--- config.mk ---
export PLATFORM = sky130hd
export DESIGN_NAME = breaker_recloser_input_logic
export DESIGN_NICKNAME = d
export VERILOG_FILES = /design/src/core/relay_pkg.sv /design/src/core/input_map_if.sv /design/src/core/input_mapper.sv /design/src/core/breaker_recloser_input_logic.sv
export SDC_FILE = /design/constraint.sdc
export NUM_CORES = 1
export LEC_CHECK = 0
export ABC_AREA = 1
export BUFFER_PORTS_ARGS = -buffer_cell sky130_fd_sc_hd__buf_4
export CORE_MARGIN = 5
export CORE_UTILIZATION = 65
export CTS_BUF_LIST = sky130_fd_sc_hd__clkbuf_4 sky130_fd_sc_hd__clkbuf_8 sky130_fd_sc_hd__clkbuf_16
export CTS_CLUSTER_DIAMETER = 60
export DETAILED_ROUTE_END_ITERATION = 10
export PLACE_DENSITY_LB_ADDON = 0.25
export SLEW_MARGIN = 10
export SYNTH_ARGS = -nofsm -noshare
export SYNTH_HDL_FRONTEND = slang
export SYNTH_SLANG_ARGS = --single-unit
--- constraint.sdc ---
create_clock -name clk_i -period 6.89 [get_ports clk_i]
set_input_delay 0 -clock clk_i [delete_from_list [all_inputs] [get_ports clk_i]]
set_output_delay 0 -clock clk_i [all_outputs]
set_load 0.01 [all_outputs]
--- src/core/relay_pkg.sv ---
// Shared constants and types for the breaker and recloser input supervision.
package relay_pkg;
  localparam int ADDR_W = 8;
  localparam int DATA_W = 32;
  localparam int NUM_LI = 8;

  localparam logic [7:0] OFF_CTRL = 8'h00;
  localparam logic [7:0] OFF_STATE = 8'h04;
  localparam logic [7:0] OFF_IRQ_STATUS = 8'h08;
  localparam logic [7:0] OFF_IRQ_MASK = 8'h0C;
  localparam logic [7:0] OFF_OPEN_LIMIT = 8'h10;
  localparam logic [7:0] OFF_RESET_LIMIT = 8'h14;
  localparam logic [7:0] OFF_OPEN_COUNT = 8'h18;
  localparam logic [7:0] OFF_SEALED = 8'h1C;
  localparam logic [7:0] OFF_TARGETS = 8'h20;
  localparam logic [7:0] OFF_MAP_BASE = 8'h40;

  localparam int CTRL_MANUAL_TRIP = 0;
  localparam int CTRL_SEAL_CLEAR = 1;
  localparam int CTRL_TARGET_CLEAR = 2;

  localparam int STATE_BRK_LSB = 0;
  localparam int STATE_UNKNOWN = 2;
  localparam int STATE_OPEN_TMR = 3;
  localparam int STATE_RESET_TMR = 4;
  localparam int STATE_LI_LSB = 8;

  localparam int LI_INHIBIT = 0;
  localparam int LI_AUX_NO = 1;
  localparam int LI_AUX_NC = 2;
  localparam int LI_RECL_EN = 3;
  localparam int LI_EARTH_EN = 4;
  localparam int LI_LOCAL = 5;
  localparam int LI_SEAL_RST = 6;
  localparam int LI_TARGET_RST = 7;
  localparam logic [NUM_LI-1:0] LI_DEFAULTS = 8'h18;

  localparam logic [1:0] MAP_DEASSIGNED = 2'h0;
  localparam logic [1:0] MAP_CLOSED = 2'h1;
  localparam logic [1:0] MAP_OPEN = 2'h2;

  localparam int IRQ_BRK_CHANGE = 0;
  localparam int IRQ_UNKNOWN = 1;
  localparam int IRQ_REFUSED = 2;
  localparam int IRQ_OPEN_EXP = 3;
  localparam int IRQ_RESET_EXP = 4;
  localparam int IRQ_SEAL = 5;
  localparam int IRQ_W = 6;

  localparam logic [1:0] BRK_CODE_UNKNOWN = 2'h0;
  localparam logic [1:0] BRK_CODE_CLOSED = 2'h1;
  localparam logic [1:0] BRK_CODE_OPEN = 2'h2;

  localparam logic [31:0] OPEN_LIMIT_RST = 32'h0000_03E8;
  localparam logic [31:0] RESET_LIMIT_RST = 32'h0000_07D0;

  typedef enum logic [1:0] {TMR_IDLE, TMR_RUN, TMR_FROZEN} timer_state_t;
endpackage

--- src/core/input_map_if.sv ---
// Carrier between the register owner and the contact-to-logical-input mapper.
`timescale 1ns/10ps
interface input_map_if #(
  parameter int NUM_PHYS = 8,
  parameter int NUM_LI = 8
);
  logic [NUM_PHYS-1:0] phys;
  logic [NUM_LI-1:0][2*NUM_PHYS-1:0] map;
  logic [NUM_LI-1:0] logical;

  modport mapper (input phys, input map, output logical);
  modport owner (output phys, output map, input logical);
endinterface

--- src/core/input_mapper.sv ---
// Programmable map from physical contacts to logical inputs.
`timescale 1ns/10ps
module input_mapper #(
  parameter int NUM_PHYS = 8,
  parameter int NUM_LI = 8
) (
  input wire logic clk_i,
  input wire logic resetn_i,
  input_map_if.mapper bus
);

  // A code outside the three documented ones is treated as deassigned.
  function automatic logic term_active(input logic [1:0] code, input logic level);
    term_active = ((code == relay_pkg::MAP_CLOSED) && level) ||
                  ((code == relay_pkg::MAP_OPEN) && !level);
  endfunction

  function automatic logic term_assigned(input logic [1:0] code);
    term_assigned = (code == relay_pkg::MAP_CLOSED) || (code == relay_pkg::MAP_OPEN);
  endfunction

  logic [NUM_LI-1:0][NUM_PHYS-1:0] hit;
  logic [NUM_LI-1:0][NUM_PHYS-1:0] used;
  logic [NUM_LI-1:0] logical_d;
  logic [NUM_LI-1:0] logical_q;

  for (genvar li = 0; li < NUM_LI; li++) begin : g_li
    for (genvar p = 0; p < NUM_PHYS; p++) begin : g_phys
      assign hit[li][p] = term_active(bus.map[li][2*p +: 2], bus.phys[p]);
      assign used[li][p] = term_assigned(bus.map[li][2*p +: 2]);
    end
    // An unmapped logical input takes its fixed default level.
    assign logical_d[li] = (|used[li]) ? (|hit[li]) : relay_pkg::LI_DEFAULTS[li];
  end

  always_ff @(posedge clk_i) begin
    if (!resetn_i) begin
      logical_q <= relay_pkg::LI_DEFAULTS;
    end else begin
      logical_q <= logical_d;
    end
  end

  assign bus.logical = logical_q;

endmodule

--- src/core/breaker_recloser_input_logic.sv ---
// Breaker position decode, recloser supervision, seal-ins and register slave.
//
// Our own choices: the address-and-strobe port and the placing of the registers.
`timescale 1ns/10ps
module breaker_recloser_input_logic #(
  parameter int NUM_PHYS = 8,
  parameter int NUM_SEAL = 8,
  parameter int NUM_TARGET = 8,
  parameter int CNT_W = 32,
  parameter bit EARTH_FAULT_FITTED = 1'b1
) (
  input wire logic clk_i,
  input wire logic resetn_i,
  input wire logic [relay_pkg::ADDR_W-1:0] reg_addr_i,
  input wire logic [relay_pkg::DATA_W-1:0] reg_wdata_i,
  input wire logic reg_we_i,
  input wire logic reg_re_i,
  output logic [relay_pkg::DATA_W-1:0] reg_rdata_o,
  input wire logic [NUM_PHYS-1:0] contact_i,
  input wire logic open_timer_start_i,
  input wire logic reset_timer_start_i,
  input wire logic remote_request_i,
  input wire logic panel_request_i,
  input wire logic [NUM_SEAL-1:0] alarm_cond_i,
  input wire logic [NUM_TARGET-1:0] target_cond_i,
  output logic [1:0] breaker_state_o,
  output logic breaker_unknown_o,
  output logic breaker_closed_logic_o,
  output logic breaker_open_logic_o,
  output logic auto_reclose_enable_o,
  output logic recloser_out_led_o,
  output logic earth_fault_permit_o,
  output logic open_timer_expired_o,
  output logic reset_timer_expired_o,
  output logic [CNT_W-1:0] open_timer_count_o,
  output logic remote_grant_o,
  output logic panel_grant_o,
  output logic [NUM_SEAL-1:0] sealed_o,
  output logic [NUM_TARGET-1:0] target_led_o,
  output logic irq_o
);

  localparam int NUM_LI = relay_pkg::NUM_LI;
  localparam int MAP_W = 2 * NUM_PHYS;
  localparam int IDX_W = $clog2(NUM_LI);
  localparam logic [CNT_W-1:0] CNT_ONE = {{(CNT_W-1){1'b0}}, 1'b1};
  localparam logic [CNT_W-1:0] CNT_ZERO = '0;

  input_map_if #(.NUM_PHYS(NUM_PHYS), .NUM_LI(NUM_LI)) map_bus ();

  input_mapper #(
    .NUM_PHYS(NUM_PHYS),
    .NUM_LI(NUM_LI)
  ) u_mapper (
    .clk_i(clk_i),
    .resetn_i(resetn_i),
    .bus(map_bus.mapper)
  );

  logic [NUM_LI-1:0][MAP_W-1:0] map_q;
  logic [NUM_LI-1:0] li;

  assign map_bus.phys = contact_i;
  assign map_bus.map = map_q;
  assign li = map_bus.logical;

  // Register decode.
  function automatic logic addr_is(input logic [relay_pkg::ADDR_W-1:0] a,
                                   input logic [relay_pkg::ADDR_W-1:0] off);
    addr_is = (a == off);
  endfunction

  logic [relay_pkg::ADDR_W-1:0] map_off;
  logic map_sel;
  logic [IDX_W-1:0] map_idx;
  logic wr_ctrl;
  logic wr_mask;
  logic wr_open_lim;
  logic wr_reset_lim;
  logic rd_irq;

  assign map_off = reg_addr_i - relay_pkg::OFF_MAP_BASE;
  assign map_sel = (reg_addr_i >= relay_pkg::OFF_MAP_BASE) && (map_off[1:0] == 2'h0) &&
                   (int'(map_off[relay_pkg::ADDR_W-1:2]) < NUM_LI);
  assign map_idx = map_off[IDX_W+1:2];
  assign wr_ctrl = reg_we_i && addr_is(reg_addr_i, relay_pkg::OFF_CTRL);
  assign wr_mask = reg_we_i && addr_is(reg_addr_i, relay_pkg::OFF_IRQ_MASK);
  assign wr_open_lim = reg_we_i && addr_is(reg_addr_i, relay_pkg::OFF_OPEN_LIMIT);
  assign wr_reset_lim = reg_we_i && addr_is(reg_addr_i, relay_pkg::OFF_RESET_LIMIT);
  assign rd_irq = reg_re_i && addr_is(reg_addr_i, relay_pkg::OFF_IRQ_STATUS);

  logic manual_trip_q;
  logic [relay_pkg::IRQ_W-1:0] irq_mask_q;
  logic [CNT_W-1:0] open_limit_q;
  logic [CNT_W-1:0] reset_limit_q;

  always_ff @(posedge clk_i) begin
    if (!resetn_i) begin
      manual_trip_q <= 1'b0;
      irq_mask_q <= '0;
      open_limit_q <= CNT_W'(relay_pkg::OPEN_LIMIT_RST);
      reset_limit_q <= CNT_W'(relay_pkg::RESET_LIMIT_RST);
    end else begin
      if (wr_ctrl) manual_trip_q <= reg_wdata_i[relay_pkg::CTRL_MANUAL_TRIP];
      if (wr_mask) irq_mask_q <= reg_wdata_i[relay_pkg::IRQ_W-1:0];
      if (wr_open_lim) open_limit_q <= CNT_W'(reg_wdata_i);
      if (wr_reset_lim) reset_limit_q <= CNT_W'(reg_wdata_i);
    end
  end

  // Map storage; reset leaves every pair deassigned so the defaults apply.
  for (genvar i = 0; i < NUM_LI; i++) begin : g_map
    always_ff @(posedge clk_i) begin
      if (!resetn_i) begin
        map_q[i] <= '0;
      end else if (reg_we_i && map_sel && (map_idx == IDX_W'(i))) begin
        map_q[i] <= reg_wdata_i[MAP_W-1:0];
      end
    end
  end

  // Breaker position decode.
  logic aux_no;
  logic aux_nc;
  logic [1:0] brk_d;
  logic [1:0] brk_q;
  logic closed_logic_d;
  logic open_logic_d;

  assign aux_no = li[relay_pkg::LI_AUX_NO];
  assign aux_nc = li[relay_pkg::LI_AUX_NC];
  assign brk_d = (aux_no && !aux_nc) ? relay_pkg::BRK_CODE_CLOSED :
                 (!aux_no && aux_nc) ? relay_pkg::BRK_CODE_OPEN :
                 relay_pkg::BRK_CODE_UNKNOWN;
  // In manual-trip mode the normally-open contact alone gives the position.
  assign closed_logic_d = manual_trip_q ? aux_no : (brk_d == relay_pkg::BRK_CODE_CLOSED);
  assign open_logic_d = manual_trip_q ? !aux_no : (brk_d == relay_pkg::BRK_CODE_OPEN);

  logic closed_logic_q;
  logic open_logic_q;

  always_ff @(posedge clk_i) begin
    if (!resetn_i) begin
      brk_q <= relay_pkg::BRK_CODE_UNKNOWN;
      closed_logic_q <= 1'b0;
      open_logic_q <= 1'b0;
    end else begin
      brk_q <= brk_d;
      closed_logic_q <= closed_logic_d;
      open_logic_q <= open_logic_d;
    end
  end

  logic ev_brk_change;
  logic ev_unknown;

  assign ev_brk_change = (brk_d != brk_q);
  assign ev_unknown = ev_brk_change && (brk_d == relay_pkg::BRK_CODE_UNKNOWN);

  // Recloser supervision and earth-fault permission.
  logic recl_en_q;
  logic earth_q;

  always_ff @(posedge clk_i) begin
    if (!resetn_i) begin
      recl_en_q <= 1'b0;
      earth_q <= 1'b0;
    end else begin
      recl_en_q <= li[relay_pkg::LI_RECL_EN];
      earth_q <= EARTH_FAULT_FITTED && li[relay_pkg::LI_EARTH_EN];
    end
  end

  // Recloser open timer; the inhibit holds the count rather than clearing it.
  logic inhibit;
  relay_pkg::timer_state_t open_st_q;
  relay_pkg::timer_state_t open_st_d;
  logic [CNT_W-1:0] open_cnt_q;
  logic [CNT_W-1:0] open_cnt_d;
  logic open_exp_d;
  logic open_exp_q;
  logic [CNT_W-1:0] open_next;

  assign inhibit = li[relay_pkg::LI_INHIBIT];
  assign open_next = open_cnt_q + CNT_ONE;

  always_comb begin
    open_st_d = open_st_q;
    open_cnt_d = open_cnt_q;
    open_exp_d = 1'b0;
    if (open_timer_start_i) begin
      open_st_d = relay_pkg::TMR_RUN;
      open_cnt_d = CNT_ZERO;
    end else begin
      case (open_st_q)
        relay_pkg::TMR_IDLE: begin
          open_st_d = relay_pkg::TMR_IDLE;
        end
        relay_pkg::TMR_RUN: begin
          if (inhibit) begin
            open_st_d = relay_pkg::TMR_FROZEN;
          end else if (open_next >= open_limit_q) begin
            open_cnt_d = open_next;
            open_exp_d = 1'b1;
            open_st_d = relay_pkg::TMR_IDLE;
          end else begin
            open_cnt_d = open_next;
          end
        end
        relay_pkg::TMR_FROZEN: begin
          if (!inhibit) open_st_d = relay_pkg::TMR_RUN;
        end
        default: begin
          open_st_d = relay_pkg::TMR_IDLE;
        end
      endcase
    end
  end

  // Recloser reset timer; it never looks at the inhibit.
  relay_pkg::timer_state_t rst_st_q;
  relay_pkg::timer_state_t rst_st_d;
  logic [CNT_W-1:0] rst_cnt_q;
  logic [CNT_W-1:0] rst_cnt_d;
  logic rst_exp_d;
  logic rst_exp_q;
  logic [CNT_W-1:0] rst_next;

  assign rst_next = rst_cnt_q + CNT_ONE;

  always_comb begin
    rst_st_d = rst_st_q;
    rst_cnt_d = rst_cnt_q;
    rst_exp_d = 1'b0;
    if (reset_timer_start_i) begin
      rst_st_d = relay_pkg::TMR_RUN;
      rst_cnt_d = CNT_ZERO;
    end else begin
      case (rst_st_q)
        relay_pkg::TMR_RUN: begin
          rst_cnt_d = rst_next;
          if (rst_next >= reset_limit_q) begin
            rst_exp_d = 1'b1;
            rst_st_d = relay_pkg::TMR_IDLE;
          end
        end
        default: begin
          rst_st_d = relay_pkg::TMR_IDLE;
        end
      endcase
    end
  end

  always_ff @(posedge clk_i) begin
    if (!resetn_i) begin
      open_st_q <= relay_pkg::TMR_IDLE;
      open_cnt_q <= CNT_ZERO;
      open_exp_q <= 1'b0;
      rst_st_q <= relay_pkg::TMR_IDLE;
      rst_cnt_q <= CNT_ZERO;
      rst_exp_q <= 1'b0;
    end else begin
      open_st_q <= open_st_d;
      open_cnt_q <= open_cnt_d;
      open_exp_q <= open_exp_d;
      rst_st_q <= rst_st_d;
      rst_cnt_q <= rst_cnt_d;
      rst_exp_q <= rst_exp_d;
    end
  end

  // Operation-record requests; only the remote path is gated by local mode.
  logic remote_grant_q;
  logic panel_grant_q;
  logic ev_refused;

  assign ev_refused = remote_request_i && li[relay_pkg::LI_LOCAL];

  always_ff @(posedge clk_i) begin
    if (!resetn_i) begin
      remote_grant_q <= 1'b0;
      panel_grant_q <= 1'b0;
    end else begin
      remote_grant_q <= remote_request_i && !li[relay_pkg::LI_LOCAL];
      panel_grant_q <= panel_request_i;
    end
  end

  // Seal-ins and targets; a present condition wins over any clear.
  logic seal_rst_prev_q;
  logic target_rst_prev_q;
  logic seal_clear;
  logic target_clear;
  logic [NUM_SEAL-1:0] sealed_q;
  logic [NUM_SEAL-1:0] sealed_d;
  logic [NUM_TARGET-1:0] target_q;
  logic [NUM_TARGET-1:0] target_d;
  logic ev_seal;

  assign seal_clear = (li[relay_pkg::LI_SEAL_RST] && !seal_rst_prev_q) ||
                      (wr_ctrl && reg_wdata_i[relay_pkg::CTRL_SEAL_CLEAR]);
  assign target_clear = (li[relay_pkg::LI_TARGET_RST] && !target_rst_prev_q) ||
                     (wr_ctrl && reg_wdata_i[relay_pkg::CTRL_TARGET_CLEAR]);
  assign sealed_d = alarm_cond_i | (sealed_q & {NUM_SEAL{!seal_clear}});
  assign target_d = target_cond_i | (target_q & {NUM_TARGET{!target_clear}});
  assign ev_seal = |(alarm_cond_i & ~sealed_q);

  always_ff @(posedge clk_i) begin
    if (!resetn_i) begin
      seal_rst_prev_q <= 1'b1;
      target_rst_prev_q <= 1'b1;
      sealed_q <= '0;
      target_q <= '0;
    end else begin
      seal_rst_prev_q <= li[relay_pkg::LI_SEAL_RST];
      target_rst_prev_q <= li[relay_pkg::LI_TARGET_RST];
      sealed_q <= sealed_d;
      target_q <= target_d;
    end
  end

  // Interrupt status; a read clears it, but an event in the same cycle stays.
  logic [relay_pkg::IRQ_W-1:0] irq_ev;
  logic [relay_pkg::IRQ_W-1:0] irq_st_q;
  logic [relay_pkg::IRQ_W-1:0] irq_st_d;

  assign irq_ev[relay_pkg::IRQ_BRK_CHANGE] = ev_brk_change;
  assign irq_ev[relay_pkg::IRQ_UNKNOWN] = ev_unknown;
  assign irq_ev[relay_pkg::IRQ_REFUSED] = ev_refused;
  assign irq_ev[relay_pkg::IRQ_OPEN_EXP] = open_exp_d;
  assign irq_ev[relay_pkg::IRQ_RESET_EXP] = rst_exp_d;
  assign irq_ev[relay_pkg::IRQ_SEAL] = ev_seal;
  assign irq_st_d = irq_ev | (irq_st_q & {relay_pkg::IRQ_W{!rd_irq}});

  always_ff @(posedge clk_i) begin
    if (!resetn_i) begin
      irq_st_q <= '0;
    end else begin
      irq_st_q <= irq_st_d;
    end
  end

  // Read path; data stand only in the cycle after the strobe.
  logic [relay_pkg::DATA_W-1:0] state_word;
  logic [relay_pkg::DATA_W-1:0] rd_value;
  logic [relay_pkg::DATA_W-1:0] rdata_q;

  assign state_word = relay_pkg::DATA_W'({li, 3'h0, (rst_st_q == relay_pkg::TMR_RUN),
                      (open_st_q != relay_pkg::TMR_IDLE),
                      (brk_q == relay_pkg::BRK_CODE_UNKNOWN), brk_q});
  assign rd_value =
    addr_is(reg_addr_i, relay_pkg::OFF_CTRL) ? relay_pkg::DATA_W'(manual_trip_q) :
    addr_is(reg_addr_i, relay_pkg::OFF_STATE) ? state_word :
    addr_is(reg_addr_i, relay_pkg::OFF_IRQ_STATUS) ? relay_pkg::DATA_W'(irq_st_q) :
    addr_is(reg_addr_i, relay_pkg::OFF_IRQ_MASK) ? relay_pkg::DATA_W'(irq_mask_q) :
    addr_is(reg_addr_i, relay_pkg::OFF_OPEN_LIMIT) ? relay_pkg::DATA_W'(open_limit_q) :
    addr_is(reg_addr_i, relay_pkg::OFF_RESET_LIMIT) ? relay_pkg::DATA_W'(reset_limit_q) :
    addr_is(reg_addr_i, relay_pkg::OFF_OPEN_COUNT) ? relay_pkg::DATA_W'(open_cnt_q) :
    addr_is(reg_addr_i, relay_pkg::OFF_SEALED) ? relay_pkg::DATA_W'(sealed_q) :
    addr_is(reg_addr_i, relay_pkg::OFF_TARGETS) ? relay_pkg::DATA_W'(target_q) :
    map_sel ? relay_pkg::DATA_W'(map_q[map_idx]) :
    '0;

  always_ff @(posedge clk_i) begin
    if (!resetn_i) begin
      rdata_q <= '0;
    end else begin
      rdata_q <= reg_re_i ? rd_value : '0;
    end
  end

  assign reg_rdata_o = rdata_q;
  assign breaker_state_o = brk_q;
  assign breaker_unknown_o = (brk_q == relay_pkg::BRK_CODE_UNKNOWN);
  assign breaker_closed_logic_o = closed_logic_q;
  assign breaker_open_logic_o = open_logic_q;
  assign auto_reclose_enable_o = recl_en_q;
  assign recloser_out_led_o = !recl_en_q;
  assign earth_fault_permit_o = earth_q;
  assign open_timer_expired_o = open_exp_q;
  assign reset_timer_expired_o = rst_exp_q;
  assign open_timer_count_o = open_cnt_q;
  assign remote_grant_o = remote_grant_q;
  assign panel_grant_o = panel_grant_q;
  assign sealed_o = sealed_q;
  assign target_led_o = target_q;
  assign irq_o = |(irq_st_q & irq_mask_q);

endmodule

==> flow_summary.yaml <==
status:
  outcome: "complete, no violations"
yosys:
  synth_cells: 2633
  yosysUniqueCellTypes: 55
  yosys_warnings: 0
  synthFlopType: "dfxtp_1"
  synth-edff-count: 0
  synth.net_count: 2901
  synth-seq-area-share_pct: 35.0
  netlist_area_um2: 19400
  ys_async_sr_fraction_pct: 0
  syn_area_per_cell_um2: 7.38
  ys_seq_elements: 340
timing:
  finalSetupViolations: 0
  finalCritPeriodShare_pct: 49.4
  slew_viol_final: 0
  period_needed_ns: 3.40
  rsz0062_at_grt: "no"
  relSlewSlack_pct: 24.9
  finalHoldViolCount: 0
  timing.fmax_mhz: 294
  tightestPinTransition_ns: 1.12
  timing.setup.tns_ns: 0
  holdWs_ns: 0.0615
  clock_skew_ns: 0.0261
  setup_ws_ns: 3.49
detailed_routing:
  drc: 0
  met3WireLength_um: 9150
  met1_length_um: 27400
  vias: 19687
  dr.max_layer_used: "met5"
  routed_wl_um: 68100
  antenna_left: 0
  routed_via_density: 6.16
  drt-pass1-iter-count: 8
  wl_per_cell_um: 21.3
  met2_length_um: 28800
  drt_iter0_drc: 2245
setup_path:
  crit_family: "simple AND/OR/NAND/NOR gates"
  critPathMaxStageDelay_ns: 0.44
  path_class: "reg -> reg"
  required_ns: 7.35
  cp_common_cell: "nand2_1"
  start_kind: "register"
  timing.rr.end: "irq_st_q[3]$_SDFF_PN0_"
  slowest_stage: "dfxtp_1"
  ff2ff_setup_slack_ns: 3.49
  rr_worst_depth: 18
  worst_setup_path_end_kind: "register"
  path_cells: "ha_1, nand3_4, nor3_4, nand2_4, nor2_4, nand4_2, nand3b_4, nand2_1, nand2_1, ha_1, nand2_1, nor2_1, nor3b_1, and3_1, nand4_1, nand3_1, nand3_1, nand2_1"
  crit_fanout: 6
  reg2reg_from: "open_timer_count_o[0]$_SDFFE_PP0P_"
  cp.depth: 18
  arrival_ns: 3.86
  critPathBufInv: 0
final_layout:
  diodes: 0
  areaGrowthSynthToFinish_pct: 16.0
  nets: 3045
  filler_cell_count: 2231
  drive_gt1_share_pct: 10.8
  final_area_um2: 22600
  fin_util_pct: 76.3
clock_network:
  cts_buffers: 39
  cts_resized: 0
  insertion_delay_ns: 0.54
  h-tree-depth: 2
  cts_tree: "yes"
  cts_root_buf: "clkbuf_16"
  clk_path_buf_depth: 3
  post_cts_buffers: 0
  cts_hold_buf: 57
  numClockSinks: 340
  clk_pin_slew_ns: 0.06
place:
  dpl_cell_area_um2: 20700
  port_buffers: 164
  dp_hpwl_um: 49100
  place_ws_ns: 3.60
  gp_congestion: 1.04
floorplan:
  core_area_um2: 29600
  start_util_pct: 65.8
  io_pins: 165
  die_w_um: 183
  rows: 63
  die-area_um2: 33500
  die_h_um: 183
power_and_ir_drop:
  ir_drop_uv: 195
  cellLeakagePower_nw: 9.91
  powerDensity_nw_per_um2: 204
global_routing:
  antenna_found_initial: 3
  first_global_vias: 18462
  grt_max_degree: 126
  overflow: 0
  grt_use_total_pct: 39.0
  grt_pass1_wl_um: 104000
worst_hold_path:
  min_from: "resetn_i"
  hold_path.class: "in -> reg"
  whs_endpoint: "target_rst_prev_q$_SDFF_PN1_"
  holdPathStages: 2
run:
  maxCapViolations: 0
[placed cells by master (no fill, tap or decap), types with 15 or more instances in the layout]
cell type      Yosys  final
nand4_1           64     64
o2111ai_1         23     23
inv_1            386    386
ha_1             196    196
buf_4             11    171
o21ai_1           15     15
nand3_1           58     58
o21ai_0          273    273
nand2_1          421    421
inv_2             15     15
dfxtp_1          340    340
o211ai_1          15     15
a221oi_1          23     23
xor2_1            51     51
a211oi_1          18     18
nor3_1            17     17
a21oi_1          328    328
nor2_1           136    134
clkbuf_16          0     40
dlygate4sd3_1      0     57
[flip-flops by register name, indices dropped and copies added (netlist names), 2 cells and up]
signal / cells
map_bus.map: 128
open_limit_q: 32
open_timer_count_o: 32
reg_rdata_o: 32
reset_limit_q: 32
rst_cnt_q: 32
sealed_o: 8
target_led_o: 8
u_mapper.bus.logical: 8
irq_mask_q: 6
irq_st_q: 6
breaker_state_o: 2
open_st_q: 2
[worst reg2reg max path: stages, from the launching register on]
cell      delay [ns]
dfxtp_1         0.44
ha_1            0.29
nand3_4         0.12
nor3_4          0.29
nand2_4         0.11
nor2_4          0.13
nand4_2         0.12
nand3b_4        0.19
nand2_1         0.09
nand2_1         0.06
ha_1            0.26
nand2_1         0.08
nor2_1          0.14
nor3b_1         0.32
and3_1          0.28
nand4_1         0.13
nand3_1         0.11
nand3_1         0.09
nand2_1         0.10
[cell type report]
cell class / count / area, um^2 / share of cell area (%)
multi-input combinational: 1764 / 10600 / 46.8
timing repair buffer: 228 / 1850 / 8.22
tap: 390 / 488 / 2.16
clock inverter: 14 / 125 / 0.555
inverter: 404 / 1520 / 6.72
clock buffer: 57 / 1200 / 5.34
sequential: 340 / 6810 / 30.2
[metal layers]
layer  track usage [%]  vias up
met5                 0        -
met4              12.7        4
met3              8.31      217
met2              59.4     1288
met1              55.3     9101
li1                  -     9077
[stage by stage]
stage               total power [mW]  cells
floorplan                       2.30   2633
global placement                2.46   3069
detailed placement              2.47   3069
CTS                             4.58   3197
global route                    4.72   3197
finish                          4.60   3197
[worst max-delay path by stage]
stage                                            start                         endpoint
floorplan           open_timer_count_o[0]$_SDFFE_PP0P_           irq_st_q[3]$_SDFF_PN0_
global placement    open_timer_count_o[0]$_SDFFE_PP0P_  open_timer_expired_o$_SDFF_PN0_
detailed placement  open_timer_count_o[0]$_SDFFE_PP0P_           irq_st_q[3]$_SDFF_PN0_
CTS                 open_timer_count_o[0]$_SDFFE_PP0P_           irq_st_q[3]$_SDFF_PN0_
global route        open_timer_count_o[0]$_SDFFE_PP0P_           irq_st_q[3]$_SDFF_PN0_
finish              open_timer_count_o[0]$_SDFFE_PP0P_           irq_st_q[3]$_SDFF_PN0_
[Yosys cell counts (4+ instances only)]
cell | number | area [um^2]
o211ai_1 | 15 | 113
o22ai_1 | 6 | 37.5
o21ai_1 | 15 | 75.1
buf_2 | 35 | 175
nand3_1 | 58 | 290
a21oi_1 | 328 | 1640
clkbuf_1 | 69 | 259
nor3_1 | 17 | 85.1
nand4_1 | 64 | 400
o21a_1 | 6 | 45.0
mux2i_1 | 9 | 90.1
a221oi_1 | 23 | 201
nand2_2 | 8 | 50.1
nor2_4 | 14 | 158
buf_1 | 7 | 26.3
xor2_1 | 51 | 447
inv_2 | 15 | 56.3
inv_1 | 386 | 1450
nor2_1 | 136 | 510
nand3_2 | 4 | 40.0
a22oi_1 | 11 | 82.6
a41oi_1 | 4 | 35.0
o21ai_0 | 273 | 1370
ha_1 | 196 | 2450
xnor2_1 | 5 | 43.8
o2111ai_1 | 23 | 201
nand2_1 | 421 | 1580
a22o_1 | 8 | 70.1
dfxtp_1 | 340 | 6810
a211oi_1 | 18 | 135
buf_4 | 11 | 82.6
nor4_1 | 12 | 75.1
nor2_2 | 11 | 68.8
[kinds of logic after synthesis]
logic type / share of synthesized area, %
AO/OA/AOI/OAI: 21.1
XOR/XNOR: 2.52
adder cells (fa/ha/maj): 12.6
buffers and inverters: 10.7
flip-flops: 35.0
multiplexers: 0.463
AND/OR/NAND/NOR: 17.6
[power breakdown]
part | total, mW | internal [mW] | switching [mW]
clock | 2.13 | 1.26 | 0.869
combinational | 0.436 | 0.157 | 0.279
sequential | 2.04 | 2.00 | 0.0438
total | 4.60 | 3.41 | 1.19
Note: power is estimated with default switching activity, not from simulation.
